<file path="src/verilog/odc_pkg.sv">
// Purpose: Shared constants and types for the output driver control bank
// Assumes: Registers are 8 bits, reached by an 8-bit address register port
// Notes:   Register offsets, writable masks and field codes are named here once

`default_nettype none

package odc_pkg;

	// ****************************************************************
	// Register offsets
	// ****************************************************************
	localparam logic [7:0] ODC_OFS_DAC_PWR  = 8'h25;
	localparam logic [7:0] ODC_OFS_HP_DRV   = 8'h26;
	localparam logic [7:0] ODC_OFS_RSVD     = 8'h27;
	localparam logic [7:0] ODC_OFS_OUT_STG  = 8'h28;

	// ****************************************************************
	// Reset values and writable masks
	// ****************************************************************
	localparam logic [7:0] ODC_RST_VAL      = 8'h00;
	localparam logic [7:0] ODC_MASK_DAC_PWR = 8'hF0;
	localparam logic [7:0] ODC_MASK_HP_DRV  = 8'h3E;
	localparam logic [7:0] ODC_MASK_OUT_STG = 8'hFF;

	// ****************************************************************
	// Field codes
	// ****************************************************************
	localparam logic [1:0] ODC_LCOM_RSVD    = 2'h3;
	localparam logic [2:0] ODC_RCOM_MAX     = 3'h4;
	localparam logic [1:0] ODC_SOFT_1FS     = 2'h0;
	localparam logic [1:0] ODC_SOFT_2FS     = 2'h1;
	localparam logic [1:0] ODC_SOFT_OFF     = 2'h2;
	localparam logic [1:0] ODC_BYP_ON       = 2'h1;

	// Decoded controls driven toward the analog section
	typedef struct packed {
		logic       left_dac_pwr;
		logic       right_dac_pwr;
		logic [1:0] left_common_out_cfg;
		logic [2:0] right_common_out_cfg;
		logic       short_prot_en;
		logic       short_limit_current;
		logic       short_auto_pwr_down;
		logic [1:0] common_mode_level_sel;
		logic       left_second_line_in_pos_bypass;
		logic       right_second_line_in_pos_bypass;
		logic       vol_step_every_fs;
		logic       vol_step_every_2fs;
		logic       vol_step_immediate;
	} odc_ctrl_s;

endpackage : odc_pkg

`default_nettype wire

</file>
<file path="src/verilog/odc_regs.sv">
// Purpose: Four-register output driver control bank with decoded controls
// Assumes: Serial control bus decoder presents address, write and read strobes
// Notes:   Reserved bits are read-only zero; reads answer the next cycle
//
// Contract
// - Bit 7 powers up left DAC
// - Bit 6 powers up right DAC
// - Two-bit left common output role select
// - Three-bit right common output role select
// - Bit 2 enables short-circuit protection
// - Protection with bit 1 clear limits current
// - Protection with bit 1 set powers down
// - Reserved register reads zero, never written
// - Two-bit common-mode level select
// - Left bypass off or positive pin
// - Right bypass off or positive pin
// - Soft-step rate: one, two fs, off

`default_nettype none

module odc_regs
(
	input  wire logic            i_clk,
	input  wire logic            i_rstn,
	input  wire logic [7:0]      i_addr,
	input  wire logic            i_wr,
	input  wire logic [7:0]      i_wdata,
	input  wire logic            i_rd,
	output logic      [7:0]      o_rdata,
	output logic                 o_rvalid,
	output odc_pkg::odc_ctrl_s   o_ctrl
);
	import odc_pkg::*;

	logic [7:0] dac_pwr_q;
	logic [7:0] hp_drv_q;
	logic [7:0] out_stg_q;
	odc_ctrl_s  ctrl_d;

	// Masked write: only documented R/W bits ever store a one
	function automatic logic [7:0] wr_val(input logic [7:0] d, input logic [7:0] m);
		wr_val = d & m;
	endfunction : wr_val

	// ****************************************************************
	// Register storage
	// ****************************************************************

	always_ff @(posedge i_clk or negedge i_rstn) begin
		if (!i_rstn) begin
			dac_pwr_q <= ODC_RST_VAL;
		end else if (i_wr && i_addr == ODC_OFS_DAC_PWR) begin
			dac_pwr_q <= wr_val(i_wdata, ODC_MASK_DAC_PWR);
		end
	end

	always_ff @(posedge i_clk or negedge i_rstn) begin
		if (!i_rstn) begin
			hp_drv_q <= ODC_RST_VAL;
		end else if (i_wr && i_addr == ODC_OFS_HP_DRV) begin
			hp_drv_q <= wr_val(i_wdata, ODC_MASK_HP_DRV);
		end
	end

	always_ff @(posedge i_clk or negedge i_rstn) begin
		if (!i_rstn) begin
			out_stg_q <= ODC_RST_VAL;
		end else if (i_wr && i_addr == ODC_OFS_OUT_STG) begin
			out_stg_q <= wr_val(i_wdata, ODC_MASK_OUT_STG);
		end
	end

	// ****************************************************************
	// Read port
	// ****************************************************************

	// reserved reads zero; unmapped addresses read zero too
	always_ff @(posedge i_clk or negedge i_rstn) begin
		if (!i_rstn) begin
			o_rdata  <= ODC_RST_VAL;
			o_rvalid <= 1'b0;
		end else begin
			o_rvalid <= i_rd;
			if (i_rd) begin
				case (i_addr)
					ODC_OFS_DAC_PWR: o_rdata <= dac_pwr_q;
					ODC_OFS_HP_DRV:  o_rdata <= hp_drv_q;
					ODC_OFS_OUT_STG: o_rdata <= out_stg_q;
					default:         o_rdata <= ODC_RST_VAL;
				endcase
			end
		end
	end

	// ****************************************************************
	// Control decode
	// ****************************************************************

	// Field decode, shared by the live path and the reset image of the controls
	function automatic odc_ctrl_s decode_ctrl(input logic [7:0] dac, input logic [7:0] hp,
		input logic [7:0] stg);
		odc_ctrl_s c;
		c = '0;
		c.left_dac_pwr          = dac[7];
		c.right_dac_pwr         = dac[6];
		c.left_common_out_cfg   = dac[5:4];
		c.right_common_out_cfg  = hp[5:3];
		c.short_prot_en         = hp[2];
		c.short_limit_current   = hp[2] & ~hp[1];
		c.short_auto_pwr_down   = hp[2] & hp[1];
		c.common_mode_level_sel = stg[7:6];
		c.left_second_line_in_pos_bypass  = (stg[5:4] == ODC_BYP_ON);
		c.right_second_line_in_pos_bypass = (stg[3:2] == ODC_BYP_ON);
		c.vol_step_every_fs     = (stg[1:0] == ODC_SOFT_1FS);
		c.vol_step_every_2fs    = (stg[1:0] == ODC_SOFT_2FS);
		c.vol_step_immediate    = (stg[1:0] == ODC_SOFT_OFF);
		return c;
	endfunction : decode_ctrl

	// Reset image decodes the zeroed registers, so the stepping mode is valid in reset
	localparam odc_ctrl_s ODC_CTRL_RST = decode_ctrl(ODC_RST_VAL, ODC_RST_VAL, ODC_RST_VAL);

	// Reserved codes pass through undecoded; software must not use them
	always_comb begin
		ctrl_d = decode_ctrl(dac_pwr_q, hp_drv_q, out_stg_q);
	end

	// Registered so the analog controls never glitch
	always_ff @(posedge i_clk or negedge i_rstn) begin
		if (!i_rstn) begin
			o_ctrl <= ODC_CTRL_RST; // Same as the decode of all-zero registers
		end else begin
			o_ctrl <= ctrl_d;
		end
	end

	// ****************************************************************
	// Assertions
	// ****************************************************************

	property p_left_pwr;
		@(posedge i_clk) disable iff (!i_rstn)
		(i_wr && i_addr == ODC_OFS_DAC_PWR) |-> ##2 o_ctrl.left_dac_pwr == $past(i_wdata[7], 2);
	endproperty
	a_left_pwr: assert property (p_left_pwr) else $error("left dac power wrong");

	property p_right_pwr;
		@(posedge i_clk) disable iff (!i_rstn)
		(i_wr && i_addr == ODC_OFS_DAC_PWR) |-> ##2 o_ctrl.right_dac_pwr == $past(i_wdata[6], 2);
	endproperty
	a_right_pwr: assert property (p_right_pwr) else $error("right dac power wrong");

	property p_lcom;
		@(posedge i_clk) disable iff (!i_rstn)
		(i_wr && i_addr == ODC_OFS_DAC_PWR) |-> ##2 o_ctrl.left_common_out_cfg == $past(i_wdata[5:4], 2);
	endproperty
	a_lcom: assert property (p_lcom) else $error("left common config wrong");

	property p_rcom;
		@(posedge i_clk) disable iff (!i_rstn)
		(i_wr && i_addr == ODC_OFS_HP_DRV) |-> ##2 o_ctrl.right_common_out_cfg == $past(i_wdata[5:3], 2);
	endproperty
	a_rcom: assert property (p_rcom) else $error("right common config wrong");

	property p_prot;
		@(posedge i_clk) disable iff (!i_rstn)
		(i_wr && i_addr == ODC_OFS_HP_DRV) |-> ##2 o_ctrl.short_prot_en == $past(i_wdata[2], 2);
	endproperty
	a_prot: assert property (p_prot) else $error("protection enable wrong");

	property p_limit;
		@(posedge i_clk) disable iff (!i_rstn)
		o_ctrl.short_limit_current |-> o_ctrl.short_prot_en && !o_ctrl.short_auto_pwr_down;
	endproperty
	a_limit: assert property (p_limit) else $error("limit mode inconsistent");

	property p_pdown;
		@(posedge i_clk) disable iff (!i_rstn)
		$rose(o_ctrl.short_auto_pwr_down) |-> $past(hp_drv_q[1]) && $past(hp_drv_q[2]);
	endproperty
	a_pdown: assert property (p_pdown) else $error("power-down mode wrong");

	property p_rsvd_read;
		@(posedge i_clk) disable iff (!i_rstn)
		(i_rd && i_addr == ODC_OFS_RSVD) |=> o_rvalid && o_rdata == ODC_RST_VAL;
	endproperty
	a_rsvd_read: assert property (p_rsvd_read) else $error("reserved register nonzero");

	property p_vcm;
		@(posedge i_clk) disable iff (!i_rstn)
		(i_wr && i_addr == ODC_OFS_OUT_STG) |-> ##2 o_ctrl.common_mode_level_sel == $past(i_wdata[7:6], 2);
	endproperty
	a_vcm: assert property (p_vcm) else $error("common-mode select wrong");

	property p_lbyp;
		@(posedge i_clk) disable iff (!i_rstn)
		o_ctrl.left_second_line_in_pos_bypass |-> $past(out_stg_q[5:4]) == ODC_BYP_ON;
	endproperty
	a_lbyp: assert property (p_lbyp) else $error("left bypass wrong");

	property p_rbyp;
		@(posedge i_clk) disable iff (!i_rstn)
		o_ctrl.right_second_line_in_pos_bypass |-> $past(out_stg_q[3:2]) == ODC_BYP_ON;
	endproperty
	a_rbyp: assert property (p_rbyp) else $error("right bypass wrong");

	property p_soft;
		@(posedge i_clk) disable iff (!i_rstn)
		$onehot0({o_ctrl.vol_step_every_fs, o_ctrl.vol_step_every_2fs, o_ctrl.vol_step_immediate});
	endproperty
	a_soft: assert property (p_soft) else $error("soft-step decode wrong");

	property p_rsvd_bits;
		@(posedge i_clk) disable iff (!i_rstn)
		dac_pwr_q[3:0] == 4'h0 && hp_drv_q[7:6] == 2'h0 && hp_drv_q[0] == 1'b0;
	endproperty
	a_rsvd_bits: assert property (p_rsvd_bits) else $error("reserved bit set");

	c_left_on:   cover property (@(posedge i_clk) disable iff (!i_rstn) o_ctrl.left_dac_pwr);
	c_pdown:     cover property (@(posedge i_clk) disable iff (!i_rstn) o_ctrl.short_auto_pwr_down);
	c_byp:       cover property (@(posedge i_clk) disable iff (!i_rstn)
		o_ctrl.left_second_line_in_pos_bypass && o_ctrl.right_second_line_in_pos_bypass);
	c_rsvd_rd:   cover property (@(posedge i_clk) disable iff (!i_rstn)
		i_rd && i_addr == ODC_OFS_RSVD);

endmodule : odc_regs

`default_nettype wire

</file>
<file path="config.mk">
export PLATFORM = sky130hd
export DESIGN_NAME = odc_regs
export DESIGN_NICKNAME = d
export VERILOG_FILES = /design/src/verilog/odc_pkg.sv /design/src/verilog/odc_regs.sv
export SDC_FILE = /design/constraint.sdc
export NUM_CORES = 1
export LEC_CHECK = 0
export ABC_CLOCK_PERIOD_IN_PS = 1210
export BUFFER_PORTS_ARGS = -buffer_cell sky130_fd_sc_hd__clkbuf_2
export CAP_MARGIN = 5
export CORE_ASPECT_RATIO = 1.4
export CORE_MARGIN = 2
export CORE_UTILIZATION = 53
export CTS_BUF_LIST = sky130_fd_sc_hd__clkbuf_8
export CTS_CLUSTER_SIZE = 25
export DETAILED_ROUTE_END_ITERATION = 6
export PLACE_DENSITY_LB_ADDON = 0.3
export SETUP_SLACK_MARGIN = 0.3
export SYNTH_ARGS = -nofsm -noshare
export SYNTH_HDL_FRONTEND = slang
export SYNTH_SLANG_ARGS = --single-unit
export TNS_END_PERCENT = 20
</file>
<file path="constraint.sdc">
create_clock -name i_clk -period 1.21 [get_ports i_clk]
set_clock_uncertainty 0.2 [all_clocks]
set_input_delay 0.1815 -clock i_clk [delete_from_list [all_inputs] [get_ports i_clk]]
set_output_delay 0.1815 -clock i_clk [all_outputs]
set_load 0.005 [all_outputs]
</file>
# Word-level counts from Yosys, hierarchy flattened
# Index checks and enable logic that the tools add are counted.
[word_totals]
word_cells = 33
in_bits = 20
ff_bits = 43
output_inout_bits = 26
[classes]
eq_ne = 7
n_reduce_logical = 4
n_bitwise = 3
muxes = 1
[op_table]
columns = ["cell", "n"]
rows = [
  ["== test 8 x 6 -> 1 bit, second input constant", 3],
  ["case mux 8 bit (3 select lines)", 1],
  ["== test 2 x 1 -> 1 bit, second input constant", 3],
  ["logical AND 1 bit", 3],
  ["AND 1 bit", 2],
  ["== test 2 bit, second input constant", 1],
  ["logical NOT 2 bit", 1],
  ["inverter 1 bit", 1],
]

# Logic depth before layout (Yosys ltp)
[logic_depth]
depth_word = 2
depth_mapped = 5
ltp_nobuf = 4

# Worst setup path before layout
# OpenSTA, ideal clock, no wires.
[synth_path]
kind = "input to register"
startpoint = "input i_addr[4]"
endpoint = "register out_stg_q[0]"
t_required_ps = 885
setup_time_ps = 125
n_path_buf = 1
stages = 5
path_slack_ps = -261
t_arrival_ps = 1146
path_cell_list = "nor4b_4 -> and2_1 -> buf_6 -> nand2_8 -> mux2_4"
[synth_between]
elab_chain_cells = 2
[synth_lines]
columns = ["item", "line", "text"]
rows = [
  ["start: declaration", "odc_regs.sv:25", "input wire logic [7:0] i_addr,"],
  ["== test 8 x 6 -> 1 bit", "odc_regs.sv:68", "end else if (i_wr && i_addr == ODC_OFS_OUT_STG) begin"],
  ["logical AND 1 bit", "odc_regs.sv:68", ""],
  ["end signal: assignment", "odc_regs.sv:69", "out_stg_q <= wr_val(i_wdata, ODC_MASK_OUT_STG);"],
  ["end: declaration", "odc_regs.sv:37", "logic [7:0] out_stg_q;"],
]
# Every way passes these cells.
# A chain may end at the register's enable or synchronous reset.

# Worst setup path in the final report
[layout_path]
startpoint = "input i_addr[4]"
endpoint = "register hp_drv_q[4]"
[layout_between]
elab_chain_cells = 2
[layout_lines]
columns = ["item", "line", "text"]
rows = [
  ["== test 8 x 6 -> 1 bit", "odc_regs.sv:60", "end else if (i_wr && i_addr == ODC_OFS_HP_DRV) begin"],
  ["logical AND 1 bit", "odc_regs.sv:60", ""],
  ["end signal: assignment", "odc_regs.sv:61", "hp_drv_q <= wr_val(i_wdata, ODC_MASK_HP_DRV);"],
  ["end: declaration", "odc_regs.sv:36", "logic [7:0] hp_drv_q;"],
]
# Every way passes these cells.

==> results.json <==
{
  "outcome": "finished, violations left",
  "violations": "hold timing, setup timing",
  "reg2reg_to": "o_rdata[5]",
  "antenna_found_initial": 0,
  "cts_tree": "built",
  "core.rowCount": 23,
  "report.final.slew_viol_count": 0,
  "rrSetupSlack_ns": -0.01,
  "clock-root-buffer": "clkbuf_8",
  "crit_type": "input port to flip-flop",
  "grt_pass1_wl_um": 5760,
  "port-buffer-count": 45,
  "drt_iter0_markers": 25,
  "crit_end": "hp_drv_q[4]",
  "numCtsBuffers": 5,
  "critPathLaunchType": "input port",
  "multiInputGateArea_um2": 608,
  "finalHoldViolations": 18,
  "leakagePower_nw": 1.17,
  "end_kind": "flip-flop",
  "cts_sinks": 43,
  "min_period_over_period_pct": 109,
  "clkTransAtPathRegs_ns": 0.07,
  "hpwl_um": 2470,
  "dieArea_um2": 3580,
  "drive_gt1_share_pct": 57.2,
  "fin_crit_ns": 1.32,
  "track_usage_pct": 22.2,
  "post-route-drc-count": 0,
  "die_h_um": 70.0,
  "synth_area_leaders": "dfrtp_1 (64%), mux2_4 (7.3%), mux2_2 (6.2%)",
  "crit_path_max_fanout": 5,
  "die_w_um": 51.1,
  "nets": 192,
  "synth_edf_count": 0,
  "nFillCells": 182,
  "yosysUniqueCellTypes": 26,
  "area_growth_pct": 35.1,
  "crit_start": "i_addr[4]",
  "syn_avg_cell_area_um2": 15.3,
  "yosys.area.top_type": "dfrtp_1",
  "final_cells": 210,
  "clk_latency_ns": 0.29,
  "worst_pin_slew_ns": 0.295,
  "core_um2": 2910,
  "synthArstFlopShare_pct": 100,
  "ys.flop_type": "dfrtp_1",
  "setup_viol": 25,
  "ant_nets": 0,
  "synth_most_common_cell": "dfrtp_1",
  "diodes": 0,
  "max_freq_mhz": 760,
  "maxCapViolCount": 0,
  "cts_max_path_buffers": 2,
  "netlist_top_cells_count": "dfrtp_1 (42), mux2_2 (9), inv_1 (8), mux2_4 (8)",
  "holdWs_ns": -0.0785,
  "ys_seq_elements": 43,
  "place_inst": 199,
  "vias": 1135,
  "netlist_instances": 108,
  "io_pins": 46,
  "ir_drop_uv": 885,
  "grt_max_degree": 44,
  "routabilityCongestion": 0.765,
  "wl_um": 3640,
  "critPathArrivalTime_ns": 1.30,
  "wl_per_cell_um": 17.3,
  "synth_top_area_share_pct": 63.8,
  "powerDensity_nw_per_um2": 1170,
  "grt_pass1_vias": 1236,
  "vias_per_cell": 5.40,
  "ctsHoldBuffers": 1,
  "drtPass1Iterations": 4,
  "slew-limit-headroom_pct": 80.3,
  "grt_overflow": 0,
  "yosysWarningCount": 0,
  "seq_area_um2": 1080,
  "timing.rr.start": "dac_pwr_q[5]",
  "synth_area_um2": 1650,
  "setup_ws_ns": -0.106,
  "floorplan.initialDensity_pct": 56.7,
  "htree_levels": 2,
  "hp-class": "input port to flip-flop",
  "r2r_cells": 3,
  "rsz0062_at_grt": "yes",
  "syn-num-nets": 128,
  "crit_required_ns": 1.19,
  "synth_seq_area_share_pct": 65.4
}
-- cell type report --
cell class	instances	share of cell area, %
Clock buffer	5	3.09
Clock inverter	3	0.562
Inverter	8	1.35
Multi-Input combinational cell	55	27.3
Sequential cell	43	48.4
Tap cell	37	2.08
Timing Repair Buffer	59	17.2
-- layout by cell type (no fill, tap or decap), types with 2 or more instances in the layout --
cell type | Yosys | final
a22oi_1 | 5 | 2
buf_6 | 1 | 4
dfrtp_1 | 42 | 42
a22o_1 | 2 | 2
o22ai_1 | 7 | 4
buf_4 | 0 | 9
clkbuf_8 | 0 | 5
nor2b_1 | 7 | 5
buf_8 | 0 | 2
a22oi_2 | 0 | 3
clkbuf_2 | 0 | 34
mux2_2 | 9 | 8
o22ai_2 | 0 | 3
buf_2 | 0 | 8
inv_1 | 8 | 10
nor4b_4 | 1 | 2
a32oi_1 | 2 | 2
mux2_4 | 8 | 9
nor2b_4 | 0 | 2
-- worst max-delay path, cell delays in order --
cell and delay [ns]:
buf_6 0.09, nor4b_4 0.34, and3b_2 0.27, nand2_4 0.09, mux2_4 0.31
-- registers in the layout, indices dropped and copies added (netlist names) --
register and count:
o_ctrl 17, o_rdata 8, out_stg_q 8, hp_drv_q 5, dac_pwr_q 4, o_rvalid 1
-- worst min-delay path by stage --
stage,cells past startpoint,endpoint,start,slack [ns]
floorplan,0,dac_pwr_q[4],i_rstn,-0.31
global placement,2,o_rvalid,i_rstn,-0.03
detailed placement,2,o_ctrl[9],i_rstn,-0.02
CTS,1,o_rvalid,i_rd,-0.09
global route,1,o_rvalid,i_rd,-0.09
finish,1,o_rvalid,i_rd,-0.08
-- repair_timing --
| action | CTS | global route |
|---|---|---|
| buffers inserted | 2 | 0 |
| endpoints found under the hold margin | 61 | 18 |
| endpoints found under the setup margin | 51 | 51 |
| cloned | 0 | 0 |
| gates resized for setup | 19 | 14 |
| pin swaps | 9 | 5 |
-- per-stage QoR --
step                      setup slack [ns]  utilization, %  total power, W  cell area (µm²)  setup TNS (ns)
after floorplan                     -0.259               -         0.00161             1650           -5.06
after global placement              -0.410            68.8         0.00174             2000           -9.13
after detailed placement            -0.461            68.8         0.00175             2000          -10.16
after CTS                          -0.0871            75.8         0.00261             2200          -0.883
after global routing                -0.126            76.6         0.00270             2230           -2.43
final                               -0.106            76.6         0.00259             2230           -1.54
-- cells by family (layout without fill, tap and decap cells) --
| group | after synthesis | after routing | synth area share (%) |
|---|---|---|---|
| mux | 17 | 17 | 13.4 |
| simple gates | 19 | 19 | 10.0 |
| flops | 43 | 43 | 65.4 |
| compound gates | 19 | 19 | 8.43 |
| buf+inv | 10 | 75 | 2.73 |
-- report_power, final --
group | leakage [nW] | switching [W] | internal, W | total (W)
logic | 0.535 | 0.000107 | 0.000127 | 0.000234
clock network | 0.0505 | 0.000445 | 0.000388 | 0.000833
registers | 0.589 | 0.0000332 | 0.00149 | 0.00153
-- metal layers --
| metal | up-vias | part of all wire (%) | global-route usage, % |
|---|---|---|---|
| met1 | 577 | 37 | 21.8 |
| met4 | 0 | 2.7 | 11.7 |
| met2 | 38 | 55 | 40.0 |
| li1 | 509 | - | - |
| met3 | 11 | 5.5 | 7.05 |
| met5 | - | 0 | 0 |
(Power assumes the default switching activity.)
